`config.mk`:
```
export PLATFORM = sky130hd
export DESIGN_NAME = port_power_fault_status_regs
export DESIGN_NICKNAME = d
export VERILOG_FILES = /design/src/rtl/tcpc_status_pkg.sv /design/src/rtl/port_power_fault_status_regs.sv /design/src/rtl/sticky_flag_bank.sv
export VERILOG_INCLUDE_DIRS = /design/src /design/src/rtl
export SDC_FILE = /design/constraint.sdc
export NUM_CORES = 1
export LEC_CHECK = 0
export ABC_AREA = 1
export BUFFER_PORTS_ARGS = -buffer_cell sky130_fd_sc_hd__buf_4
export CAP_MARGIN = 25
export CORE_ASPECT_RATIO = 1.75
export CORE_UTILIZATION = 45
export DETAILED_ROUTE_END_ITERATION = 10
export PLACE_DENSITY = 0.71
export SLEW_MARGIN = 30
export SYNTH_ARGS = -nofsm -noshare
export SYNTH_HDL_FRONTEND = slang
export SYNTH_SLANG_ARGS = --single-unit
```
`constraint.sdc`:
```
create_clock -name clk -period 2.3 [get_ports clk]
set_clock_uncertainty 0.15 [all_clocks]
set_input_delay 0.46 -clock clk [delete_from_list [all_inputs] [get_ports clk]]
set_output_delay 0.46 -clock clk [all_outputs]
set_load 0.01 [all_outputs]
```
`src/rtl/tcpc_status_defs.svh`:
```
// constants for the power and fault condition report registers
`ifndef TCPC_STATUS_DEFS_SVH
`define TCPC_STATUS_DEFS_SVH

// ----------------------------------------------------------------------
// register bus shape and offsets
// ----------------------------------------------------------------------
`define REG_ADDR_W 8
`define REG_DATA_W 8
`define PWR_REPORT_OFFSET 8'h1e
`define FLT_REPORT_OFFSET 8'h1f
`define UNMAPPED_READ 8'h00

// ----------------------------------------------------------------------
// power condition report fields and reset value
// ----------------------------------------------------------------------
`define PWR_DEBUG_BIT 7
`define PWR_INIT_BIT 6
`define PWR_RAISED_BIT 5
`define PWR_SOURCING_BIT 4
`define PWR_DETECT_BIT 3
`define PWR_BUS_PRESENT_BIT 2
`define PWR_CABLE_BIT 1
`define PWR_SINKING_BIT 0
`define PWR_RESET 8'h08

// ----------------------------------------------------------------------
// fault condition report fields and reset value
// ----------------------------------------------------------------------
`define FLT_REGS_RESET_BIT 7
`define FLT_FORCED_OFF_BIT 6
`define FLT_AUTO_DISCH_BIT 5
`define FLT_FORCED_DISCH_BIT 4
`define FLT_BUS_OC_BIT 3
`define FLT_BUS_OV_BIT 2
`define FLT_CABLE_OC_BIT 1
`define FLT_I2C_ERR_BIT 0
`define FLT_RESET 8'h80

`endif

```
`src/rtl/tcpc_status_pkg.sv`:
```
// types shared by the status register bank
`include "tcpc_status_defs.svh"
package tcpc_status_pkg;

  // register access from the management interface, same clock
  typedef struct packed {
    logic rd;
    logic wr;
    logic [`REG_ADDR_W-1:0] addr;
    logic [`REG_DATA_W-1:0] wdata;
  } reg_req_t;

  // status levels from on-chip logic, same clock
  typedef struct packed {
    logic debug_accessory_attached;
    logic init_running;
    logic sourcing_raised_voltage;
    logic sourcing_bus_power;
    logic bus_detect_enabled;
  } ctrl_status_t;

  // analog comparator levels, asynchronous to clk
  typedef struct packed {
    logic bus_power_present;
    logic cc1_cable_power;
    logic cc2_cable_power;
    logic bus_forced_off;
    logic auto_discharge_failed;
    logic forced_discharge_failed;
    logic bus_overcurrent;
    logic bus_overvoltage;
    logic cable_power_overcurrent;
  } analog_in_t;

endpackage

```
`src/rtl/port_power_fault_status_regs.sv`:
```
// power condition and fault condition report registers of the port
//
// Overview of operation
// - device owns power report, host reads after alert
// - bit 7 shows debug accessory attached
// - bit 6 high while initialization runs
// - bit 5 shows raised voltage while sourcing
// - bit 4 shows bus power being sourced
// - bit 3 bus detect enabled, resets high
// - bit 2 shows bus at least 4V
// - bit 1 cable power on either pin
// - bit 0 sinking always reads zero
// - device sets fault flags, host clears them
// - fault bits ordered reset down to bus error
// - registers-reset flag set by every reset
`include "tcpc_status_defs.svh"
`timescale 1ns/100ps
`default_nettype none
module port_power_fault_status_regs (
  input wire logic clk,
  input wire logic resetn,
  input wire logic ce,
  input wire tcpc_status_pkg::reg_req_t reg_req,
  input wire tcpc_status_pkg::ctrl_status_t ctrl,
  input wire tcpc_status_pkg::analog_in_t analog,
  input wire logic i2c_error,
  output logic [`REG_DATA_W-1:0] rd_data_q,
  output logic rd_valid_q,
  output logic [`REG_DATA_W-1:0] power_report_q,
  output logic [`REG_DATA_W-1:0] fault_report_q,
  output logic power_changed_q,
  output logic fault_pending_q
);

  // --------------------------------------------------------------------
  // reset release
  // --------------------------------------------------------------------
  // release kept outside the clock enable so a frozen block still leaves
  // reset cleanly
  logic rst_meta_q;
  logic rst_n;

  always_ff @(posedge clk or negedge resetn) begin
    if (!resetn) begin
      rst_meta_q <= 1'b0;
      rst_n <= 1'b0;
    end else begin
      rst_meta_q <= 1'b1;
      rst_n <= rst_meta_q;
    end
  end

  // --------------------------------------------------------------------
  // comparator synchronisers
  // --------------------------------------------------------------------
  tcpc_status_pkg::analog_in_t meta_q, meta_d;
  tcpc_status_pkg::analog_in_t sync_q, sync_d;

  always_comb begin
    meta_d = analog;
    sync_d = meta_q;
  end

  always_ff @(posedge clk or negedge rst_n) begin
    if (!rst_n) begin
      meta_q <= '0;
      sync_q <= '0;
    end else if (ce) begin
      meta_q <= meta_d;
      sync_q <= sync_d;
    end
  end

  // --------------------------------------------------------------------
  // power condition report
  // --------------------------------------------------------------------
  logic [`REG_DATA_W-1:0] power_report_d;
  logic power_changed_d;

  // only live levels feed this register, so the host bus has no path in
  always_comb begin
    power_report_d = '0;
    power_report_d[`PWR_DEBUG_BIT] = ctrl.debug_accessory_attached;
    power_report_d[`PWR_INIT_BIT] = ctrl.init_running;
    // gated so the field never claims a raised level while idle
    power_report_d[`PWR_RAISED_BIT] =
      ctrl.sourcing_raised_voltage & ctrl.sourcing_bus_power;
    power_report_d[`PWR_SOURCING_BIT] = ctrl.sourcing_bus_power;
    power_report_d[`PWR_DETECT_BIT] = ctrl.bus_detect_enabled;
    power_report_d[`PWR_BUS_PRESENT_BIT] = sync_q.bus_power_present;
    power_report_d[`PWR_CABLE_BIT] =
      sync_q.cc1_cable_power | sync_q.cc2_cable_power;
    power_report_d[`PWR_SINKING_BIT] = 1'b0;
    power_changed_d = power_report_d != power_report_q;
  end

  always_ff @(posedge clk or negedge rst_n) begin
    if (!rst_n) begin
      power_report_q <= `PWR_RESET;
      power_changed_q <= 1'b0;
    end else if (ce) begin
      power_report_q <= power_report_d;
      power_changed_q <= power_changed_d;
    end
  end

  // --------------------------------------------------------------------
  // fault condition report
  // --------------------------------------------------------------------
  logic [`REG_DATA_W-1:0] fault_set;
  logic [`REG_DATA_W-1:0] fault_clr;
  logic fault_pending_d;

  always_comb begin
    fault_set = '0;
    // registers-reset comes only from the reset value of the bank
    fault_set[`FLT_REGS_RESET_BIT] = 1'b0;
    fault_set[`FLT_FORCED_OFF_BIT] = sync_q.bus_forced_off;
    fault_set[`FLT_AUTO_DISCH_BIT] = sync_q.auto_discharge_failed;
    fault_set[`FLT_FORCED_DISCH_BIT] = sync_q.forced_discharge_failed;
    fault_set[`FLT_BUS_OC_BIT] = sync_q.bus_overcurrent;
    fault_set[`FLT_BUS_OV_BIT] = sync_q.bus_overvoltage;
    fault_set[`FLT_CABLE_OC_BIT] = sync_q.cable_power_overcurrent;
    fault_set[`FLT_I2C_ERR_BIT] = i2c_error;
    fault_clr = '0;
    if (reg_req.wr && reg_req.addr == `FLT_REPORT_OFFSET) begin
      fault_clr = reg_req.wdata;
    end
    fault_pending_d = |fault_report_q;
  end

  sticky_flag_bank #(
    .W(`REG_DATA_W),
    .RESET_VAL(`FLT_RESET)
  ) u_fault_flags (
    .clk(clk),
    .rst_n(rst_n),
    .ce(ce),
    .set(fault_set),
    .clr(fault_clr),
    .flags_q(fault_report_q)
  );

  always_ff @(posedge clk or negedge rst_n) begin
    if (!rst_n) begin
      fault_pending_q <= 1'b0;
    end else if (ce) begin
      fault_pending_q <= fault_pending_d;
    end
  end

  // --------------------------------------------------------------------
  // read port
  // --------------------------------------------------------------------
  logic [`REG_DATA_W-1:0] rd_data_d;
  logic rd_valid_d;

  always_comb begin
    rd_valid_d = reg_req.rd;
    rd_data_d = rd_data_q;
    if (reg_req.rd) begin
      if (reg_req.addr == `PWR_REPORT_OFFSET) begin
        rd_data_d = power_report_q;
      end else if (reg_req.addr == `FLT_REPORT_OFFSET) begin
        rd_data_d = fault_report_q;
      end else begin
        rd_data_d = `UNMAPPED_READ;
      end
    end
  end

  always_ff @(posedge clk or negedge rst_n) begin
    if (!rst_n) begin
      rd_data_q <= '0;
      rd_valid_q <= 1'b0;
    end else if (ce) begin
      rd_data_q <= rd_data_d;
      rd_valid_q <= rd_valid_d;
    end
  end
endmodule
`default_nettype wire

```
`src/rtl/sticky_flag_bank.sv`:
```
// bank of sticky flags, hardware set wins over write-one-to-clear
`timescale 1ns/100ps
`default_nettype none
module sticky_flag_bank #(
  parameter int W = 8,
  parameter logic [W-1:0] RESET_VAL = '0
) (
  input wire logic clk,
  input wire logic rst_n,
  input wire logic ce,
  input wire logic [W-1:0] set,
  input wire logic [W-1:0] clr,
  output logic [W-1:0] flags_q
);

  logic [W-1:0] flags_d;

  genvar i;
  generate
    for (i = 0; i < W; i++) begin : g_bit
      // a set in the clearing cycle must not be lost
      always_comb begin
        flags_d[i] = set[i] | (flags_q[i] & ~clr[i]);
      end
      always_ff @(posedge clk or negedge rst_n) begin
        if (!rst_n) begin
          flags_q[i] <= RESET_VAL[i];
        end else if (ce) begin
          flags_q[i] <= flags_d[i];
        end
      end
    end
  endgenerate

endmodule
`default_nettype wire

```
==> Yosys cells after proc, flatten, opt, wreduce, memory -nomap -nowiden <==
Index checks and enable logic that the tools add are counted.
Widths: inputs -> output; s select.
{ "word_totals": {"elab_cells": 67, "register_bits": 46, "input_bits": 36} }
{ "op_classes": {"reduce_logical": 3, "n_mux": 3, "n_eq_ne": 3, "bitwise_logic": 25} }
{ "op_table": {"columns": ["op", "n"], "rows": [
  ["$mux 8", 3],
  ["$eq 8x5->1 const B", 2],
  ["$and 1x1->1", 9],
  ["$not 1->1", 8],
  ["$or 1x1->1", 8],
  ["$reduce_or 8->1", 1],
  ["$ne 7x7->1", 1],
  ["$reduce_and 2->1", 1],
  ["$logic_and 1x1->1", 1]
]} }

==> Longest topological paths before layout <==
{ "depth": {"word_depth": 6, "ltp_mapped": 8, "ltp_nobuf": 7} }

==> Hierarchy <==
Synthesis repeated with hierarchy kept, for this count alone.
{ "unflattened": {"cells_unflattened": 281, "hier_area_um2": 2152.1} }
{ "modules_own_cells": {"columns": ["module", "n_inst", "cells_per_inst", "area_each_um2", "seq_area_each_um2"], "rows": [
  ["port_power_fault_status_regs", 1, 239, 1799.2, 952.2],
  ["sticky_flag_bank", 1, 42, 352.8, 201.4]
]} }

==> Worst setup path before layout <==
No wires, ideal clock.
{ "synth_timing": {"path_type": "input to register", "from": "in reg_req[14] (netlist bit)", "to": "reg rd_data_q[6]", "t_arrival_ns": 1.102, "slack_ns": 0.983, "path_buffers": 1, "cell_stages": 8, "setup_time_ns": 0.066, "cell_sequence": "inv_1 nand2_1 nor2_4 buf_6 nand3_1 nand2_1 nand2_1 nand2_1"} }
{ "synth_between": {"elab_chain_len": 3, "elab_cells_between_ends": 4, "classes_between": "2 x eq/ne; 2 x mux"} }
{ "synth_rtl": {"columns": ["element", "line", "rtl"], "rows": [
  ["start: declaration", "port_power_fault_status_regs.sv:23", "input wire tcpc_status_pkg::reg_req_t reg_req,"],
  ["$eq 8x5->1 (no line)", null, null],
  ["$mux 8", "port_power_fault_status_regs.sv:164", "end else if (reg_req.addr == `FLT_REPORT_OFFSET) begin"],
  ["$mux 8 (*)", "port_power_fault_status_regs.sv:162", "if (reg_req.addr == `PWR_REPORT_OFFSET) begin"],
  ["end signal: assignment", "port_power_fault_status_regs.sv:177", "rd_data_q <= rd_data_d;"],
  ["end: declaration", "port_power_fault_status_regs.sv:27", "output logic [`REG_DATA_W-1:0] rd_data_q,"]
]} }
Mark *: on every way between the ends. The rest lies on a longest branch, timed or not.
A chain may end at the register's enable or synchronous reset.

==> Worst setup path in the final report <==
{ "layout_timing": {"from": "reg u_fault_flags.flags_q[7]", "to": "out fault_report_q[7]"} }
{ "layout_lines": {"columns": ["element", "line", "rtl"], "rows": [
  ["start: declaration", "sticky_flag_bank.sv:13", "output logic [W-1:0] flags_q"],
  ["start signal: indexed assignment", "sticky_flag_bank.sv:27", "flags_q[i] <= RESET_VAL[i];"],
  ["start signal: indexed assignment", "sticky_flag_bank.sv:29", "flags_q[i] <= flags_d[i];"],
  ["end: declaration", "port_power_fault_status_regs.sv:30", "output logic [`REG_DATA_W-1:0] fault_report_q,"]
]} }
No word-level cell between the ends.

==> impl_metrics.py <==
metrics = {
    "run_status": {
        "status": "finished, final reports clean",
    },
    "floorplanning": {
        "initial_core_util": 0.473,
        "core_area_sq_um": 4400,
        "io_pins": 63,
        "die_area_sq_um": 4920,
        "row_count": 32,
        "die_y_um": 92.0,
        "die_w_um": 53.4,
    },
    "global_routing": {
        "grt_pass1_wl_um": 7570,
        "grt_util_met3": 0.0448,
        "grt_use_met1": 0.255,
        "antenna_found_initial": 0,
        "busiest_layer": "met2",
        "grt_pass1_vias": 1729,
        "gr-total-overflow": 0,
        "grt_usage": 0.213,
        "grt_max_degree": 45,
        "grtUsageMet2": 0.349,
    },
    "critical_path": {
        "cp_data_required_time_ns": 1.69,
        "endpoint_kind": "primary output",
        "critical_path_class": "flip-flop to primary output",
        "crit_fanout": 4,
        "cp.arrival_ns": 1.00,
        "ff2ff_path_depth": 7,
        "r2r-start": "power_report_q[3]",
        "cp_top_family": "flip-flops",
        "reg2reg_slack_ns": 1.04,
        "cp_slowest_stage_delay_ns": 0.57,
        "crit_chain": "buf_4",
        "start_kind": "flip-flop",
        "r2r_end": "power_changed_q",
        "critPathBufInv": 1,
        "crit_slowest_cell": "dfstp_2",
    },
    "sta": {
        "slew_violations": 0,
        "post-route-period-util": 0.698,
        "timing.final.setup_violations": 0,
        "rsz0062_at_grt": "false",
        "fin_ws_ns": 0.693,
        "hold_viol_final": 0,
        "fin_crit_ns": 1.61,
        "setup_tns_ns": 0,
        "clock.fmax_ghz": 0.622,
    },
    "pwr": {
        "power_switching_uw": 427,
        "power_leakage_uw": 0.00141,
        "ir_drop_v": 0.000573,
        "power_frac_clock": 0.330,
        "internal-power_uw": 1240,
        "combPwrFrac": 0.133,
        "p_sw_frac": 0.257,
        "p_seq_frac": 0.537,
        "power.total_uw": 1660,
        "p_per_area_nw_per_um2": 616,
    },
    "logic_synthesis": {
        "yosysUniqueCellTypes": 25,
        "synth_top_cells_by_area": "dfrtp_1, nand2_1, nand3_1, o21ai_0, inv_1",
        "ys_seq_area_frac": 0.554,
        "yosysWarnings": 0,
        "syn_avg_cell_area_sq_um": 8.20,
        "ys_seq_elements": 46,
        "synth.most_common_cell": "nand2_1",
        "async_reset_ff_frac": 1.00,
        "synth_top_flop_cell": "dfrtp_1",
        "ys_top_cells_by_count": "nand2_1, dfrtp_1, inv_1",
        "netlist.area_leader.share": 0.529,
        "synth_area_sq_um": 2080,
        "syn_inst": 254,
        "synth_enable_flop_cells": 0,
        "synth_nets": 290,
        "yosys.area.top_type": "dfrtp_1",
    },
    "placement": {
        "pre_cts_slack_ns": 0.596,
        "place.port_buffers": 61,
        "gp_congestion": 0.816,
        "dpl.cell_count": 359,
        "dp_hpwl_um": 3240,
    },
    "clock_network": {
        "clk_pin_slew_ns": 0.08,
        "clkLatencyLatePin_ns": 0.30,
        "cts_setup_buffers": 0,
        "clockRootBuffer": "clkbuf_8",
        "cts_tree": "yes",
        "numCtsBuffers": 5,
        "cts_resized": 0,
        "h-tree-depth": 2,
        "clockBufferDepth": 2,
        "cts.hold.buffers_added": 1,
        "cts.sinks": 46,
    },
    "final_layout": {
        "syn_to_final_growth_pct": 29.7,
        "drive_gt1_frac": 0.262,
        "nets": 352,
        "finish.utilization": 0.613,
        "layoutNonFillerInstCount": 368,
        "diodes": 0,
    },
    "route": {
        "viasPerCell": 4.83,
        "wl_per_cell_um": 12.0,
        "routed_wl_um": 4410,
        "dr.first_iter.drc_count": 39,
        "drc": 0,
        "dr.pass1.iters": 4,
        "routed-via-count": 1779,
        "ant_nets": 0,
    },
    "worst_hold_path": {
        "min_path_type": "flip-flop to asynchronous set/reset pin",
    },
    "job": {
        "cap_viol_max_count": 0,
    },
}
==> sequential cells by signal (all words and copies together) (netlist names) <==
name	cells
rd_data_q	8
sync_q	2
power_report_d	1
meta_q	9
rst_meta_q	1
fault_pending_q	1
rd_valid_q	1
power_changed_q	1
fault_set	6
power_report_q	7
u_fault_flags.flags_q	8
rst_n	1
==> power by group through the flow <==
stage | Clock, uW | Sequential (uW) | Combinational, uW
2_1_floorplan | 0 | 919 | 103
3_3_place_gp | 0 | 908 | 220
3_5_place_dp | 0 | 909 | 224
4_1_cts | 563 | 893 | 226
5_1_grt | 584 | 901 | 255
6_report | 549 | 893 | 222
==> layer usage <==
layer  routed length, um  share of wire
met5                   0              0
met4                 114          0.026
met3                 214          0.049
met2                2310           0.52
met1                1770           0.40
==> how the worst max path moves through the flow <==
stage                     cells past startpoint                        to                     start  slack, ns
after global routing                          1         fault_report_q[7]  u_fault_flags.flags_q[7]       0.66
final                                         1         fault_report_q[7]  u_fault_flags.flags_q[7]       0.69
after global placement                        7  u_fault_flags.flags_q[6]               reg_req[14]       0.64
after CTS                                     1         fault_report_q[7]  u_fault_flags.flags_q[7]       0.69
after detailed placement                      7  u_fault_flags.flags_q[3]               reg_req[14]       0.60
after floorplan                               0           fault_pending_q                     rst_n       0.78
==> stage by stage <==
step	hold slack [ns]	area, sq um
after CTS	0.104	2700
after detailed placement	0.0936	2590
after floorplan	0.0144	2080
final	0.0870	2700
after global routing	0.110	2700
after global placement	0.0923	2590
==> layout make-up <==
class	count	area [sq um]
inverters	20	75.1
repair buffers	65	503
clock buffers	7	96.3
clock inverters	1	8.76
well taps	51	63.8
multi-input cells	178	800
fillers	431	1700
flip-flops and latches	46	1150
==> layout by cell type, fill, tap and decap left out, types with 2 or more instances in the layout <==
| master | instances |
|---|---|
| nand3_1 | 18 |
| clkbuf_8 | 7 |
| nand2_2 | 3 |
| inv_1 | 19 |
| nor2_1 | 12 |
| nand2_1 | 107 |
| conb_1 | 2 |
| dfstp_2 | 2 |
| o21ai_0 | 17 |
| o21ai_1 | 9 |
| dfrtp_1 | 43 |
| buf_4 | 63 |
==> worst register-to-register path: cells and delay by family (launching register included) <==
kind          cells  cell delay, ns
simple gates      6            0.39
buf+inv           1            0.06
flops             1            0.55
==> kinds of logic after synthesis <==
kind of cell	Yosys count	synth area share
and+or+nand+nor	146	0.303
DFF	46	0.554
other	2	0.00360
xor gates and xnor gates	1	0.00420
AOI/OAI and AO/OA	29	0.0727
buffers and inverters	30	0.0625
Power figures use the tool's default switching activity.
